`config.mk`:
```
export PLATFORM = sky130hd
export DESIGN_NAME = lpm_dev_flat
export DESIGN_NICKNAME = d
export VERILOG_FILES = /design/src/common/lpm_pkg.sv /design/src/common/lpm_if.sv /design/src/logic/lpm_dev.sv /design/src/flat_wrapper.sv
export VERILOG_INCLUDE_DIRS = /design/src /design/src/common
export SDC_FILE = /design/constraint.sdc
export NUM_CORES = 1
export LEC_CHECK = 0
export BUFFER_PORTS_ARGS = -buffer_cell sky130_fd_sc_hd__buf_4
export CAP_MARGIN = 20
export CORE_ASPECT_RATIO = 1.4
export CORE_MARGIN = 1.5
export CORE_UTILIZATION = 43
export CTS_CLUSTER_SIZE = 40
export DETAILED_ROUTE_END_ITERATION = 10
export HOLD_SLACK_MARGIN = 0.08
export PLACE_DENSITY = 0.79
export SETUP_SLACK_MARGIN = 0.3
export SKIP_LAST_GASP = 1
export SLEW_MARGIN = 15
export SYNTH_ARGS = -nofsm -noshare
export SYNTH_HDL_FRONTEND = slang
export SYNTH_SLANG_ARGS = --single-unit
```
`constraint.sdc`:
```
create_clock -name ref_clk -period 2 [get_ports ref_clk]
set_clock_uncertainty 0.1 [all_clocks]
set_input_delay 0.6 -clock ref_clk [delete_from_list [all_inputs] [get_ports ref_clk]]
set_output_delay 0.6 -clock ref_clk [all_outputs]
set_load 0.03 [all_outputs]
```
`src/common/lpm_map.svh`:
```
/*
 * Constants of the low-power mode controller: pad counts, pad indices, reset values.
 * Assumes inclusion by bare name from any file that needs them.
 */
`ifndef LPM_MAP_SVH
`define LPM_MAP_SVH

// pads 0..15 are parallel-interface control lines, 16..19 serial-peripheral pins
`define LPM_NUM_PADS      20
`define LPM_PAD_IDX_W     5
`define LPM_CTL15_IDX     5'h0f
`define LPM_NUM_IFS       4
`define LPM_IF_IDX_W      2
`define LPM_NUM_WAKE      6
`define LPM_WAKE_DP       0
`define LPM_WAKE_DM       1
`define LPM_WAKE_OTG_ID   2
`define LPM_WAKE_VBUS     3
`define LPM_WAKE_CTS      4
`define LPM_WAKE_CTL0     5
`define LPM_EDGE_MASK     6'h07
`define LPM_PULL_RST      2'h0
`define LPM_DRV_RST       2'h0
`define LPM_GPIO_RST      1'h0
`define LPM_JTAG_PU       3'h7

`endif

```
`src/common/lpm_pkg.sv`:
```
/*
 * Types of the low-power mode controller: power states, pad pulls, drive strengths, host states.
 * Assumes nothing beyond a SystemVerilog compiler.
 */
package lpm_pkg;

    typedef enum logic [1:0] {
        LPM_NORMAL  = 2'h0,
        LPM_DEEP    = 2'h1,
        LPM_STANDBY = 2'h2,
        LPM_PWRDN   = 2'h3
    } lpm_state_e;

    typedef enum logic [1:0] {
        LPM_PULL_NONE = 2'h0,
        LPM_PULL_UP   = 2'h1,
        LPM_PULL_DOWN = 2'h2,
        LPM_PULL_RSVD = 2'h3
    } lpm_pull_e;

    typedef enum logic [1:0] {
        LPM_DRV_FULL    = 2'h0,
        LPM_DRV_THREE_Q = 2'h1,
        LPM_DRV_HALF    = 2'h2,
        LPM_DRV_QUARTER = 2'h3
    } lpm_drive_e;

    typedef enum logic [1:0] {
        LPM_H_INIT = 2'h0,
        LPM_H_IDLE = 2'h1,
        LPM_H_REQ  = 2'h2,
        LPM_H_RSVD = 2'h3
    } lpm_host_state_e;

endpackage : lpm_pkg

```
`src/common/lpm_if.sv`:
```
/*
 * Link between the mode requester and the low-power mode controller.
 * Assumes both ends run on the same ref_clk.
 */
`include "lpm_map.svh"

interface lpm_if;
    logic                       req_valid;
    lpm_pkg::lpm_state_e        req_mode;
    logic                       req_ready;
    logic                       cts_pol;
    logic                       core_vdd_on;
    logic                       pad_we;
    logic [`LPM_PAD_IDX_W-1:0]  pad_idx;
    lpm_pkg::lpm_pull_e         pad_pull;
    logic                       pad_gpio;
    logic                       drv_we;
    logic [`LPM_IF_IDX_W-1:0]   drv_sel;
    lpm_pkg::lpm_drive_e        drv_val;
    lpm_pkg::lpm_state_e        pwr_state;
    logic                       woke_restart;

    modport dev (
        input  req_valid, req_mode, cts_pol, core_vdd_on, pad_we, pad_idx, pad_pull, pad_gpio,
        input  drv_we, drv_sel, drv_val,
        output req_ready, pwr_state, woke_restart
    );

    modport host (
        output req_valid, req_mode, cts_pol, core_vdd_on, pad_we, pad_idx, pad_pull, pad_gpio,
        output drv_we, drv_sel, drv_val,
        input  req_ready, pwr_state, woke_restart
    );
endinterface : lpm_if

```
`src/logic/lpm_dev.sv`:
```
/*
 * Low-power mode controller: normal, deep suspend, standby and core power-down,
 * wake detection, pad pull/hold/gpio configuration and per-interface drive strength.
 * Assumes wake pins synchronous-capable levels, an always-on ref_clk, and
 * core_vdd_on from the link standing for the core supply.
 */
`include "lpm_map.svh"

module lpm_dev (
    input  wire logic                        ref_clk,
    input  wire logic                        rst_n,
    input  wire logic                        clk_en,
    lpm_if.dev                               lnk,
    input  wire logic                        usb_dp,
    input  wire logic                        usb_dm,
    input  wire logic                        otg_id,
    input  wire logic                        vbus_det,
    input  wire logic                        uart_cts,
    input  wire logic                        parallel_control_line_zero,
    output logic                             usb3_phy_en,
    output logic                             usb_suspend,
    output logic                             clk_run,
    output logic                             pll_en,
    output logic                             xtal_en,
    output logic                             usb_xcvr_en,
    output logic                             cpu_pwr_en,
    output logic                             pc_hold,
    output logic                             pc_reset,
    output logic                             buf_lost,
    output logic                             io_hold,
    output logic [`LPM_NUM_PADS-1:0]         pad_pull_up,
    output logic [`LPM_NUM_PADS-1:0]         pad_pull_down,
    output logic [`LPM_NUM_PADS-1:0]         pad_gpio_en,
    output logic [2*`LPM_NUM_IFS-1:0]        if_drive,
    output logic [2:0]                       jtag_pull_up,
    output logic                             tck_pull_down
);

    logic [`LPM_NUM_WAKE-1:0] wake_raw;
    logic [`LPM_NUM_WAKE-1:0] wake_meta;
    logic [`LPM_NUM_WAKE-1:0] wake_sync;
    logic [`LPM_NUM_WAKE-1:0] wake_prev;
    logic [`LPM_NUM_WAKE-1:0] next_wake_meta;
    logic [`LPM_NUM_WAKE-1:0] next_wake_sync;
    logic [`LPM_NUM_WAKE-1:0] next_wake_prev;
    logic                     edge_wake;
    logic                     level_wake;

    lpm_pkg::lpm_state_e state;
    lpm_pkg::lpm_state_e next_state;
    logic                restart;
    logic                next_restart;
    logic                next_pc_reset;
    logic                next_buf_lost;
    logic [8:0]          ctl_out;
    logic [8:0]          next_ctl_out;
    logic                cfg_clear;
    logic                cfg_open;

    assign wake_raw = {parallel_control_line_zero, uart_cts, vbus_det, otg_id, usb_dm, usb_dp};

    // two-flop synchroniser, then a third stage for transition detection
    always_comb begin
        next_wake_meta = wake_meta;
        next_wake_sync = wake_sync;
        next_wake_prev = wake_prev;
        if (clk_en) begin
            next_wake_meta = wake_raw;
            next_wake_sync = wake_meta;
            next_wake_prev = wake_sync;
        end
    end

    always_ff @(posedge ref_clk) begin
        if (!rst_n) begin
            wake_meta <= '0;
            wake_sync <= '0;
            wake_prev <= '0;
        end else begin
            wake_meta <= next_wake_meta;
            wake_sync <= next_wake_sync;
            wake_prev <= next_wake_prev;
        end
    end

    // dp, dm and id wake from deep suspend only, on any transition; vbus, cts and control line zero on level
    assign edge_wake  = |((wake_sync ^ wake_prev) & `LPM_EDGE_MASK);
    assign level_wake = wake_sync[`LPM_WAKE_VBUS]
                      | (wake_sync[`LPM_WAKE_CTS] == lnk.cts_pol)
                      | wake_sync[`LPM_WAKE_CTL0];

    // requests only taken in normal mode with the core powered
    assign lnk.req_ready = (state == lpm_pkg::LPM_NORMAL) && lnk.core_vdd_on;

    always_comb begin
        next_state    = state;
        next_restart  = restart;
        next_pc_reset = 1'b0;
        next_buf_lost = buf_lost;
        if (clk_en) begin
            case (state)
                lpm_pkg::LPM_NORMAL: begin
                    if (!lnk.core_vdd_on) begin
                        next_state = lpm_pkg::LPM_PWRDN;
                    end else if (lnk.req_valid && lnk.req_mode == lpm_pkg::LPM_DEEP) begin
                        next_state = lpm_pkg::LPM_DEEP;
                    end else if (lnk.req_valid && lnk.req_mode == lpm_pkg::LPM_STANDBY) begin
                        next_state    = lpm_pkg::LPM_STANDBY;
                        next_buf_lost = 1'b1;
                    end
                end
                lpm_pkg::LPM_DEEP: begin
                    if (!lnk.core_vdd_on) begin
                        next_state = lpm_pkg::LPM_PWRDN;
                    end else if (edge_wake || level_wake) begin
                        next_state   = lpm_pkg::LPM_NORMAL;
                        next_restart = 1'b0;
                    end
                end
                lpm_pkg::LPM_STANDBY: begin
                    if (!lnk.core_vdd_on) begin
                        next_state = lpm_pkg::LPM_PWRDN;
                    end else if (level_wake) begin
                        next_state    = lpm_pkg::LPM_NORMAL;
                        next_restart  = 1'b1;
                        next_pc_reset = 1'b1;
                    end
                end
                lpm_pkg::LPM_PWRDN: begin
                    next_buf_lost = 1'b1;
                    if (lnk.core_vdd_on) begin
                        next_state    = lpm_pkg::LPM_NORMAL;
                        next_restart  = 1'b1;
                        next_pc_reset = 1'b1;
                    end
                end
                default: begin
                    next_state = lpm_pkg::LPM_NORMAL;
                end
            endcase
            if (next_state == lpm_pkg::LPM_DEEP || lnk.req_valid) begin
                next_buf_lost = next_buf_lost && (next_state != lpm_pkg::LPM_NORMAL
                                                  || state == lpm_pkg::LPM_NORMAL);
            end
        end
    end

    // power-domain controls, all derived from the coming state
    always_comb begin
        next_ctl_out = ctl_out;
        if (clk_en) begin
            next_ctl_out[0] = (next_state == lpm_pkg::LPM_NORMAL);
            next_ctl_out[1] = (next_state == lpm_pkg::LPM_DEEP);
            next_ctl_out[2] = (next_state == lpm_pkg::LPM_NORMAL);
            next_ctl_out[3] = (next_state == lpm_pkg::LPM_NORMAL);
            next_ctl_out[4] = (next_state == lpm_pkg::LPM_NORMAL) || (next_state == lpm_pkg::LPM_DEEP);
            next_ctl_out[5] = (next_state == lpm_pkg::LPM_NORMAL) || (next_state == lpm_pkg::LPM_DEEP);
            next_ctl_out[6] = (next_state == lpm_pkg::LPM_NORMAL) || (next_state == lpm_pkg::LPM_DEEP);
            next_ctl_out[7] = (next_state == lpm_pkg::LPM_DEEP);
            next_ctl_out[8] = (next_state != lpm_pkg::LPM_NORMAL);
        end
    end

    always_ff @(posedge ref_clk) begin
        if (!rst_n) begin
            state    <= lpm_pkg::LPM_NORMAL;
            restart  <= 1'b1;
            pc_reset <= 1'b0;
            buf_lost <= 1'b0;
            ctl_out  <= 9'h07d;
        end else begin
            state    <= next_state;
            restart  <= next_restart;
            pc_reset <= next_pc_reset;
            buf_lost <= next_buf_lost;
            ctl_out  <= next_ctl_out;
        end
    end

    assign usb3_phy_en = ctl_out[0];
    assign usb_suspend = ctl_out[1];
    assign clk_run     = ctl_out[2];
    assign pll_en      = ctl_out[3];
    assign xtal_en     = ctl_out[4];
    assign usb_xcvr_en = ctl_out[5];
    assign cpu_pwr_en  = ctl_out[6];
    assign pc_hold     = ctl_out[7];
    assign io_hold     = ctl_out[8];

    assign lnk.pwr_state    = state;
    assign lnk.woke_restart = restart;

    // configuration survives deep suspend and standby, is lost without core supply
    assign cfg_clear = (state == lpm_pkg::LPM_PWRDN);
    assign cfg_open  = clk_en && (state == lpm_pkg::LPM_NORMAL);

    for (genvar i = 0; i < `LPM_NUM_PADS; i++) begin : g_pad
        lpm_pkg::lpm_pull_e pull;
        lpm_pkg::lpm_pull_e next_pull;
        logic               gpio;
        logic               next_gpio;

        always_comb begin
            next_pull = pull;
            next_gpio = gpio;
            if (clk_en && cfg_clear) begin
                next_pull = lpm_pkg::lpm_pull_e'(`LPM_PULL_RST);
                next_gpio = `LPM_GPIO_RST;
            end else if (cfg_open && lnk.pad_we && lnk.pad_idx == `LPM_PAD_IDX_W'(i)) begin
                if (lnk.pad_pull != lpm_pkg::LPM_PULL_RSVD) begin
                    next_pull = lnk.pad_pull;
                end
                next_gpio = lnk.pad_gpio && (`LPM_PAD_IDX_W'(i) != `LPM_CTL15_IDX);
            end
        end

        always_ff @(posedge ref_clk) begin
            if (!rst_n) begin
                pull <= lpm_pkg::lpm_pull_e'(`LPM_PULL_RST);
                gpio <= `LPM_GPIO_RST;
            end else begin
                pull <= next_pull;
                gpio <= next_gpio;
            end
        end

        assign pad_pull_up[i]   = (pull == lpm_pkg::LPM_PULL_UP);
        assign pad_pull_down[i] = (pull == lpm_pkg::LPM_PULL_DOWN);
        assign pad_gpio_en[i]   = gpio;
    end

    for (genvar k = 0; k < `LPM_NUM_IFS; k++) begin : g_drv
        lpm_pkg::lpm_drive_e drv;
        lpm_pkg::lpm_drive_e next_drv;

        always_comb begin
            next_drv = drv;
            if (clk_en && cfg_clear) begin
                next_drv = lpm_pkg::lpm_drive_e'(`LPM_DRV_RST);
            end else if (cfg_open && lnk.drv_we && lnk.drv_sel == `LPM_IF_IDX_W'(k)) begin
                next_drv = lnk.drv_val;
            end
        end

        always_ff @(posedge ref_clk) begin
            if (!rst_n) begin
                drv <= lpm_pkg::lpm_drive_e'(`LPM_DRV_RST);
            end else begin
                drv <= next_drv;
            end
        end

        assign if_drive[2*k+1:2*k] = drv;
    end

    // tdi, tms, trst pulls and tck pull-down cannot be configured
    assign jtag_pull_up  = `LPM_JTAG_PU;
    assign tck_pull_down = 1'b1;

endmodule : lpm_dev

```
`src/flat_wrapper.sv`:
```
// flat-port wrapper written by rule: the top's interface ports become plain ports
module lpm_dev_flat 
  (ref_clk, rst_n, clk_en, usb_dp, usb_dm, otg_id, vbus_det, uart_cts, parallel_control_line_zero, usb3_phy_en, usb_suspend, clk_run, pll_en, xtal_en, usb_xcvr_en, cpu_pwr_en, pc_hold, pc_reset, buf_lost, io_hold, pad_pull_up, pad_pull_down, pad_gpio_en, if_drive, jtag_pull_up, tck_pull_down, lnk_req_valid, lnk_req_mode, lnk_cts_pol, lnk_core_vdd_on, lnk_pad_we, lnk_pad_idx, lnk_pad_pull, lnk_pad_gpio, lnk_drv_we, lnk_drv_sel, lnk_drv_val, lnk_req_ready, lnk_pwr_state, lnk_woke_restart);
  lpm_if lnk_i ();
  input  wire logic ref_clk;
  input  wire logic rst_n;
  input  wire logic clk_en;
  input  wire logic usb_dp;
  input  wire logic usb_dm;
  input  wire logic otg_id;
  input  wire logic vbus_det;
  input  wire logic uart_cts;
  input  wire logic parallel_control_line_zero;
  output logic usb3_phy_en;
  output logic usb_suspend;
  output logic clk_run;
  output logic pll_en;
  output logic xtal_en;
  output logic usb_xcvr_en;
  output logic cpu_pwr_en;
  output logic pc_hold;
  output logic pc_reset;
  output logic buf_lost;
  output logic io_hold;
  output logic [`LPM_NUM_PADS-1:0] pad_pull_up;
  output logic [`LPM_NUM_PADS-1:0] pad_pull_down;
  output logic [`LPM_NUM_PADS-1:0] pad_gpio_en;
  output logic [2*`LPM_NUM_IFS-1:0] if_drive;
  output logic [2:0] jtag_pull_up;
  output logic tck_pull_down;
  input wire logic [$bits(lnk_i.req_valid)-1:0] lnk_req_valid;
  input wire logic [$bits(lnk_i.req_mode)-1:0] lnk_req_mode;
  input wire logic [$bits(lnk_i.cts_pol)-1:0] lnk_cts_pol;
  input wire logic [$bits(lnk_i.core_vdd_on)-1:0] lnk_core_vdd_on;
  input wire logic [$bits(lnk_i.pad_we)-1:0] lnk_pad_we;
  input wire logic [$bits(lnk_i.pad_idx)-1:0] lnk_pad_idx;
  input wire logic [$bits(lnk_i.pad_pull)-1:0] lnk_pad_pull;
  input wire logic [$bits(lnk_i.pad_gpio)-1:0] lnk_pad_gpio;
  input wire logic [$bits(lnk_i.drv_we)-1:0] lnk_drv_we;
  input wire logic [$bits(lnk_i.drv_sel)-1:0] lnk_drv_sel;
  input wire logic [$bits(lnk_i.drv_val)-1:0] lnk_drv_val;
  output wire logic [$bits(lnk_i.req_ready)-1:0] lnk_req_ready;
  output wire logic [$bits(lnk_i.pwr_state)-1:0] lnk_pwr_state;
  output wire logic [$bits(lnk_i.woke_restart)-1:0] lnk_woke_restart;
  assign lnk_i.req_valid = lnk_req_valid;
  assign lnk_i.req_mode = lnk_req_mode;
  assign lnk_i.cts_pol = lnk_cts_pol;
  assign lnk_i.core_vdd_on = lnk_core_vdd_on;
  assign lnk_i.pad_we = lnk_pad_we;
  assign lnk_i.pad_idx = lnk_pad_idx;
  assign lnk_i.pad_pull = lnk_pad_pull;
  assign lnk_i.pad_gpio = lnk_pad_gpio;
  assign lnk_i.drv_we = lnk_drv_we;
  assign lnk_i.drv_sel = lnk_drv_sel;
  assign lnk_i.drv_val = lnk_drv_val;
  assign lnk_req_ready = lnk_i.req_ready;
  assign lnk_pwr_state = lnk_i.pwr_state;
  assign lnk_woke_restart = lnk_i.woke_restart;
  lpm_dev u_core (.ref_clk(ref_clk), .rst_n(rst_n), .clk_en(clk_en), .lnk(lnk_i), .usb_dp(usb_dp), .usb_dm(usb_dm), .otg_id(otg_id), .vbus_det(vbus_det), .uart_cts(uart_cts), .parallel_control_line_zero(parallel_control_line_zero), .usb3_phy_en(usb3_phy_en), .usb_suspend(usb_suspend), .clk_run(clk_run), .pll_en(pll_en), .xtal_en(xtal_en), .usb_xcvr_en(usb_xcvr_en), .cpu_pwr_en(cpu_pwr_en), .pc_hold(pc_hold), .pc_reset(pc_reset), .buf_lost(buf_lost), .io_hold(io_hold), .pad_pull_up(pad_pull_up), .pad_pull_down(pad_pull_down), .pad_gpio_en(pad_gpio_en), .if_drive(if_drive), .jtag_pull_up(jtag_pull_up), .tck_pull_down(tck_pull_down));
endmodule
```
=== Yosys cells after proc, flatten, opt, wreduce, memory -nomap -nowiden ===
Cells that the tools add are included.

* Bits in latches: 0
* Bits in registers: 96
* Memories kept: 0
* Input bits: 28
* Memory bits (writable): 0
* Output and inout bits: 87
* Logic and storage cells: 225
* Bits in read-only memories: 0

* $add $sub $neg: 0
* Eq/ne operators: 76
* Divide/modulo/power cells: 0
* Multipliers: 0
* Multiplexer cells: 27
* Bitwise logic cells: 4
* Shift-type cells: 0
* $lt $le $gt $ge: 0
* Reductions and logical operators: 67

{| class="wikitable"
|+ Operator list
! operator !! count
|-
| $eq A2 B1 Y1 const B || 25
|-
| $eq A2 B2 Y1 const B || 25
|-
| $reduce_and A2 Y1 || 21
|-
| $eq A5 B4 Y1 const B || 8
|-
| $logic_and A1 B1 Y1 || 32
|-
| $eq A5 B3 Y1 const B || 4
|-
| $eq A5 B5 Y1 const B || 4
|-
| $mux W2 || 10
|-
| $mux W1 || 13
|-
| $eq A5 B2 Y1 const B || 2
|-
| $ne A2 B2 Y1 const B || 4
|-
| $pmux W2 S4 || 1
|-
| $reduce_and A7 Y1 || 1
|-
| $logic_not A2 Y1 || 3
|-
| $eq A5 B1 Y1 const B || 1
|-
| $logic_not A5 Y1 || 1
|-
| $logic_or A1 B1 Y1 || 4
|-
| $ne A2 B1 Y1 const B || 2
|-
| $pmux W1 S2 || 2
|-
| $reduce_bool A2 Y1 || 2
|-
| $pmux W1 S3 || 1
|-
| $reduce_bool A3 Y1 || 1
|-
| $reduce_or A3 Y1 || 1
|-
| $xor A3 B3 Y3 || 1
|-
| 4 further kinds || 5
|}

=== Logic depth before layout (Yosys ltp) ===
Gate-level depths: netlist (run 1).

* Word-level depth: 12
* Depth in mapped cells: 8
* Mapped depth without buffers: 6

=== Worst setup path after synthesis (run 1) ===
Ideal clock, no wire load.

* Kind: reg2reg
* Start point: reg u_core.state[0] (netlist: u_core.lnk.pwr_state[0])
* End point: reg u_core.ctl_out[3]
* Arrival time: 1.879 ns
* Stages on the path, launching flop included: 8
* Path buffers: 1
* Setup slack: -0.101 ns
* Cell sequence: dfxtp_1 > inv_1 > ha_1 > clkbuf_1 > nand4_1 > o2111ai_1 > o211a_1 > a221o_1

* Word-level cells in the longest chain between the ends: 7
* Elaborated cells between the ends (all ways): 16
* Those cells by class: 3 x eq/ne; 11 x mux; 2 x reduce/logical

{| class="wikitable"
|+ Ends and longest elaborated chain
! element !! RTL line !! source
|-
| start, declared || lpm_dev.sv:49 || <nowiki>lpm_pkg::lpm_state_e state;</nowiki>
|-
| start signal, assigned || lpm_dev.sv:166 || <nowiki>state <= lpm_pkg::LPM_NORMAL;</nowiki>
|-
| start signal, assigned || lpm_dev.sv:172 || <nowiki>state <= next_state;</nowiki>
|-
| $mux W2 || lpm_dev.sv:107 || <nowiki>end else if (lnk.req_valid && lnk.req_mode == lpm_pkg::LPM_STANDBY) begin</nowiki>
|-
| $mux W2 || lpm_dev.sv:105 || <nowiki>end else if (lnk.req_valid && lnk.req_mode == lpm_pkg::LPM_DEEP) begin</nowiki>
|-
| $mux W2 || lpm_dev.sv:103 || <nowiki>if (!lnk.core_vdd_on) begin</nowiki>
|-
| $pmux W2 S4 || lpm_dev.sv:101 || <nowiki>case (state)</nowiki>
|-
| $mux W2 || lpm_dev.sv:100 || <nowiki>if (clk_en) begin</nowiki>
|-
| $mux W2 (*) || lpm_dev.sv:100 ||
|-
| $logic_not A2 Y1 (*) || lpm_dev.sv:155 || <nowiki>next_ctl_out[3] = (next_state == lpm_pkg::LPM_NORMAL);</nowiki>
|-
| end signal, assigned || lpm_dev.sv:176 || <nowiki>ctl_out <= next_ctl_out;</nowiki>
|-
| end, declared || lpm_dev.sv:55 || <nowiki>logic [8:0] ctl_out;</nowiki>
|}

Every way passes the cells marked *; elsewhere a longest branch is shown, timed or not. The select of a mux whose other input is x is not followed.
A chain may end at the register's enable or synchronous reset.

=== Worst setup path after layout (run 1) ===
* Start point: reg u_core.state[0] (netlist: u_core.lnk.pwr_state[0])
* End point: out lnk_req_ready

* Word-level cells in the longest chain between the ends: 2

{| class="wikitable"
|+ Ends and longest elaborated chain
! element !! RTL line !! source
|-
| $logic_not A2 Y1 || lpm_dev.sv:93 || <nowiki>assign lnk.req_ready = (state == lpm_pkg::LPM_NORMAL) && lnk.core_vdd_on;</nowiki>
|-
| $logic_and A1 B1 Y1 || lpm_dev.sv:93 ||
|-
| end, declared || flat_wrapper.sv:42 || <nowiki>output wire logic [$bits(lnk_i.req_ready)-1:0] lnk_req_ready;</nowiki>
|}

Every way passes these cells.

==> results of run 1 <==
[final cells by class]
type                            count  area [µm²]
Clock inverter                      6        56.3
Fill cell                         762        3540
Inverter                            5        23.8
Clock buffer                        9         225
Tap cell                          135         169
Sequential cell                    91        1920
Multi-Input combinational cell    304        2650
Timing Repair Buffer              136        1210
[sequential cells by signal, indices dropped and copies added (netlist names)]
signal,cells
u_core.g_pad.pull,40
u_core.pc_reset,1
u_core.g_drv.drv,8
u_core.ctl_out,4
u_core.buf_lost,1
u_core.lnk.woke_restart,1
u_core.wake_prev,3
u_core.g_pad.gpio,19
u_core.wake_sync,6
u_core.wake_meta,6
u_core.lnk.pwr_state,2
[power groups by stage]
stage | combinational (W) | clock [W] | sequential (W)
after global placement | 0.000480 | 0 | 0.00192
after CTS | 0.000550 | 0.00166 | 0.00187
final | 0.000632 | 0.00164 | 0.00185
after floorplan | 0.000312 | 0 | 0.00194
after global routing | 0.000667 | 0.00175 | 0.00185
after detailed placement | 0.000487 | 0 | 0.00192
[through the flow]
| stage | setup TNS, ps | instance area, µm² | hold slack (ps) | std cells | utilization, % |
|---|---|---|---|---|---|
| 6_report | 0 | 6250 | 360 | 686 | 63.9 |
| 5_1_grt | 0 | 6250 | 391 | 686 | 63.9 |
| 4_1_cts | 0 | 5670 | 366 | 673 | 57.9 |
| 3_5_place_dp | -15.2 | 5050 | 358 | 650 | 51.6 |
| 3_3_place_gp | -22.9 | 5050 | 348 | 650 | 51.6 |
| 2_1_floorplan | 0 | 4350 | 359 | 456 | - |
[kinds of logic (layout without fill, tap and decap cells)]
kind of cell	count (synthesis)	count (layout)	share of synthesized area [%]
buffers and inverters	61	156	8.83
AND/OR/NAND/NOR	178	178	21.3
multiplexers	41	41	9.56
adder cells (fa/ha/maj)	4	4	1.17
XOR/XNOR	4	4	0.816
AO/OA/AOI/OAI	72	72	15.8
other	2	5	0.175
flip-flops	91	91	42.4
[worst max path at each step]
stage                                 start                       end  slack (ps)  cells past startpoint
floorplan                    lnk_pad_idx[4]  u_core.g_pad[13].pull[0]         260                      5
global placement                     clk_en  u_core.g_pad[15].pull[1]         -20                      6
detailed placement                   clk_en  u_core.g_pad[15].pull[1]         -20                      6
CTS                 u_core.lnk.pwr_state[1]             lnk_req_ready         120                      4
global route        u_core.lnk.pwr_state[0]             lnk_req_ready          90                      4
finish              u_core.lnk.pwr_state[0]             lnk_req_ready         110                      4
[cells in the final DEF (no fill, tap or decap), types with 3 or more instances in the layout]
master and count:
a21oi_1 5, buf_12 3, buf_4 97, buf_6 35, clkbuf_16 10, clkinv_2 4, conb_1 5, dfxtp_1 49
dfxtp_2 25, dfxtp_4 17, ha_4 4, inv_4 3, mux2i_1 41, nand2_1 6, nand3_1 5, nand3_2 7
nand3_4 6, nand4_1 4, nand4b_1 4, nor2_1 71, nor2_2 4, nor2b_1 8, nor2b_2 6, nor2b_4 30
nor3_1 8, nor3_2 3, o21ai_0 4, o21ba_2 7, o221a_2 31, xnor2_1 3
[layer usage]
metal  vias up  share of wire (%)  global-route usage (%)
met4         0                3.3                    9.62
met1      1803                 39                    23.5
met3        30                4.6                    4.35
li1       1777                  -                       -
met2       113                 53                    33.8
met5         -                  0                       0
[worst max-delay path, cell delays in order, from the launching register on]
cell and delay, ps:
dfxtp_4 350, inv_4 60, ha_4 150, and2_4 160, buf_6 130
[timing repair]
item,4_1_cts,5_1_grt
pin swaps,5,13
resized for setup,80,118
endpoints found under the setup margin,89,96
setup buffers,7,13
gates cloned,1,0
==> out/metrics.csv, run 1 <==
metric,value,unit
status,"complete, no violations",
DR iter-0 viols,143,
min Tclk post-route,1890,ps
hpwl dp,7150,µm
Total Power,0.00412,W
Vias,3723,
Mean Syn Cell Area,9.48,µm²
Worst R2R Setup Slack,220,ps
FF-to-FF Start,u_core.lnk.pwr_state[0],
diodes inserted,0,
GPL Wtd Cong,0.908,
cell area after synthesis,4290,µm²
"EDFF count, synth",0,
sw frac,26.1,%
relative slew slack,62.3,%
Cells after Synth,453,
1st-pass router iterations,4,
sw power,0.00108,W
GRT Overall Usage,20.0,%
Die Y,121,µm
nets@finish,579,
clock slew at reported path FFs,60,ps
most frequent cell after synthesis,dfxtp_1,
HP Class,register to register,
"Area growth, synth to finish",45.6,%
Crit. End Element,output port,
LEAKAGE,2.68,nW
Netlist cell types,49,
maximum level of the CTS H-tree,3,
reg2reg path depth,7,
routed len/inst,16.4,µm
Worst Max-Slew Pin Slew,564,ps
worst skew pair latency,340,ps
DRC viols,0,
clock sink total,91,
most common flop cell mapped by yosys,dfxtp_1,
final hold vios,0,
combinational power share,15.3,%
global-route wire length before repair,16500,µm
post-synthesis register bit count,91,
final setup violation count,0,
die width,87.5,µm
Hold Path End,u_core.g_drv[1].drv[1],
maximum operating frequency,0.529,GHz
final WL,11200,µm
Place WS,-15.2,ps
worst reg2reg path endpoint,u_core.ctl_out[3],
Initial Utilization,43.9,%
P per Cell Area,659,nW/µm²
Yosys top cell area share,42.4,%
Longest Clk Path Bufs,2,
Flop pwr share,44.9,%
CTS tree,yes,
# port buffers,109,
RSZ-0062 raised after global routing,true,
final setup margin,109,ps
Setup CP Type,register to output port,
Pint,0.00305,W
CTS Buf Count,9,
Vias/cell,5.43,
Hold Path Depth,2,
Hold Crit Start,u_core.g_drv[1].drv[1],
top post-synthesis cells by area,"dfxtp_1 42%, mux2i_1 9.6%, o221a_2 8.4%",
Ports,115,
initial antenna violation count,0,
Yosys warning count,0,
CP required,1300,ps
Worst EP arrival,1190,ps
post-route clock period utilization,94.6,%
Crit Path Max Fanout,5,
startpoint type of the worst setup path,register,
hold-fix buffers at CTS,0,
Detail Route Antenna Nets,0,
Total Die Area,10600,µm²
Max Cap Violations,0,
post-synth top area cell,dfxtp_1,
total grt overflow,0,
root buffer cell,clkbuf_16,
asr flop ratio synth,0,%
"top cells by count, synth","91 x dfxtp_1, 76 x nor2_1, 44 x nor2b_1",
Clock Power Share,39.8,%
core box area,9790,µm²
share of cells above drive strength 1,57.5,%
max-slew violations,0,
Max VDD drop,0.000420,V
Site Rows,43,
largest net degree at the start of global routing,39,
vias in the first global route,3352,
register area share after synthesis,42.4,%
Note: power is estimated with default switching activity, not from simulation.
==> inputs of run 2 (changes only) <==
clock period = 2.3 ns   (was 2 ns; I/O delays follow)
==> out/metrics.csv, run 2 (synthesized netlist as in run 1, its figures left out) <==
metric,value,unit,change
status,"complete, no violations",,
Crit. End Element,output port,,
Total Die Area,10600,µm²,unchanged
core box area,9790,µm²,unchanged
max FFs per register,40,,unchanged
Ports,115,,unchanged
vias in the first global route,3234,,-3.5%
hold-fix buffers at CTS,0,,unchanged
root buffer cell,clkbuf_16,,
share of cells above drive strength 1,35.0,%,-23 points
final WL,10100,µm,-9.7%
1st-pass router iterations,4,,unchanged
total grt overflow,0,,unchanged
CTS Buf Count,9,,unchanged
min Tclk post-route,1970,ps,
FF-to-FF Start,u_core.lnk.pwr_state[0],,
clock slew at reported path FFs,60,ps,about the same
Max Cap Violations,0,,unchanged
biggest regs,"u_core.g_pad.pull: 40 flops, u_core.g_pad.gpio: 19 flops, u_core.g_drv.drv: 8 flops",,
Worst EP arrival,1180,ps,about the same
Setup CP Type,register to output port,,
P per Cell Area,660,nW/µm²,about the same
largest net degree at the start of global routing,39,,unchanged
maximum level of the CTS H-tree,3,,unchanged
Longest Clk Path Bufs,2,,unchanged
DR iter-0 viols,217,,+52%
setup TNS,0,ps,unchanged
final hold vios,0,,unchanged
Die Y,121,µm,unchanged
placed cell area,5000,µm²,-1.0%
HP Class,register to register,,
"Area growth, synth to finish",24.7,%,
final setup violation count,0,,unchanged
CTS tree,yes,,
worst skew pair latency,340,ps,about the same
CP required,1510,ps,+210 ps
"Most flops, register",u_core.g_pad.pull,,
Max VDD drop,0.000384,V,-8.4%
Vias/cell,5.21,,-4.0%
hpwl dp,7380,µm,+3.3%
reg2reg path depth,5,,-2
Site Rows,43,,unchanged
Hold Path Depth,2,,unchanged
most frequent cells in the layout,"115 x buf_4, 89 x dfxtp_1, 76 x nor2_1, 44 x nor2b_1, 41 x mux2i_1",,
Hold Crit Start,u_core.g_drv[1].drv[0],,
"most common cell after layout, fill and taps aside",buf_4,,
cell area after layout,5360,µm²,-14%
critical path startpoint,u_core.lnk.pwr_state[0],,
nets@finish,561,,-3.1%
Initial Utilization,43.9,%,unchanged
RSZ-0062 raised after global routing,true,,
post-route clock period utilization,85.8,%,
GRT Overall Usage,19.3,%,-0.67 points
Crit Path Max Fanout,3,,-2
GPL Wtd Cong,0.928,,+2.2%
LEAKAGE,2.49,nW,-7.1%
Vias,3486,,-6.4%
routed len/inst,15.2,µm,-7.4%
diodes inserted,0,,unchanged
DRC viols,0,,unchanged
initial antenna violation count,0,,unchanged
die width,87.5,µm,unchanged
clock sink total,91,,unchanged
global-route wire length before repair,15900,µm,-3.9%
max-slew violations,0,,unchanged
startpoint type of the worst setup path,register,,
# port buffers,109,,unchanged
maximum operating frequency,0.507,GHz,
Detail Route Antenna Nets,0,,unchanged
run 2: power breakdown:
part	internal, W	total [W]	switching, W
combinational	0.000169	0.000436	0.000267
sequential	0.00160	0.00163	0.0000208
clock	0.000871	0.00147	0.000601
run 2: area by class of cell:
cell class,instances,area (µm²)
clock inverter,4,48.8
timing repair buffer,118,906
multi-input combinational,304,2130
clock buffer,12,246
inverter,5,23.8
sequential,91,1830
tap,135,169
fill,883,4440
run 2: metrics by stage:
stage	power, W	instances	hold WS, ps	utilization (%)	setup slack, ps
floorplan	0.00194	456	355	-	317
global placement	0.00206	650	349	51.1	232
detailed placement	0.00207	650	354	51.1	168
CTS	0.00355	669	363	54.6	316
global route	0.00366	669	406	54.7	293
finish	0.00353	669	364	54.7	326
run 2: final timing paths:
path | end | slack, ps
max | lnk_req_ready | 330
min | u_core.g_drv[1].drv[0] | 360
max reg2reg | u_core.ctl_out[3] | 360
min reg2reg | u_core.g_drv[1].drv[0] | 360
run 2: repair_timing:
| action | in CTS | in global routing |
|---|---|---|
| endpoints found under the setup margin | 42 | 28 |
| buffers inserted | 3 | 0 |
| gates cloned | 0 | 0 |
| resized for setup | 9 | 5 |
| endpoints found under the hold margin | 0 | 0 |
| pin swaps | 1 | 1 |
run 2: per-layer routing:
metal  part of all wire (%)  wire (µm)  global-route usage (%)
met5                      0          0                       0
met4                    1.4        147                    6.75
met3                    6.1        622                    4.90
met2                     52       5290                    33.8
met1                     40       4090                    22.4
run 2: critical path: stages (launching register included):
cell and delay (ps):
dfxtp_4 360, inv_4 40, ha_4 150, and2_4 160
buf_6 130
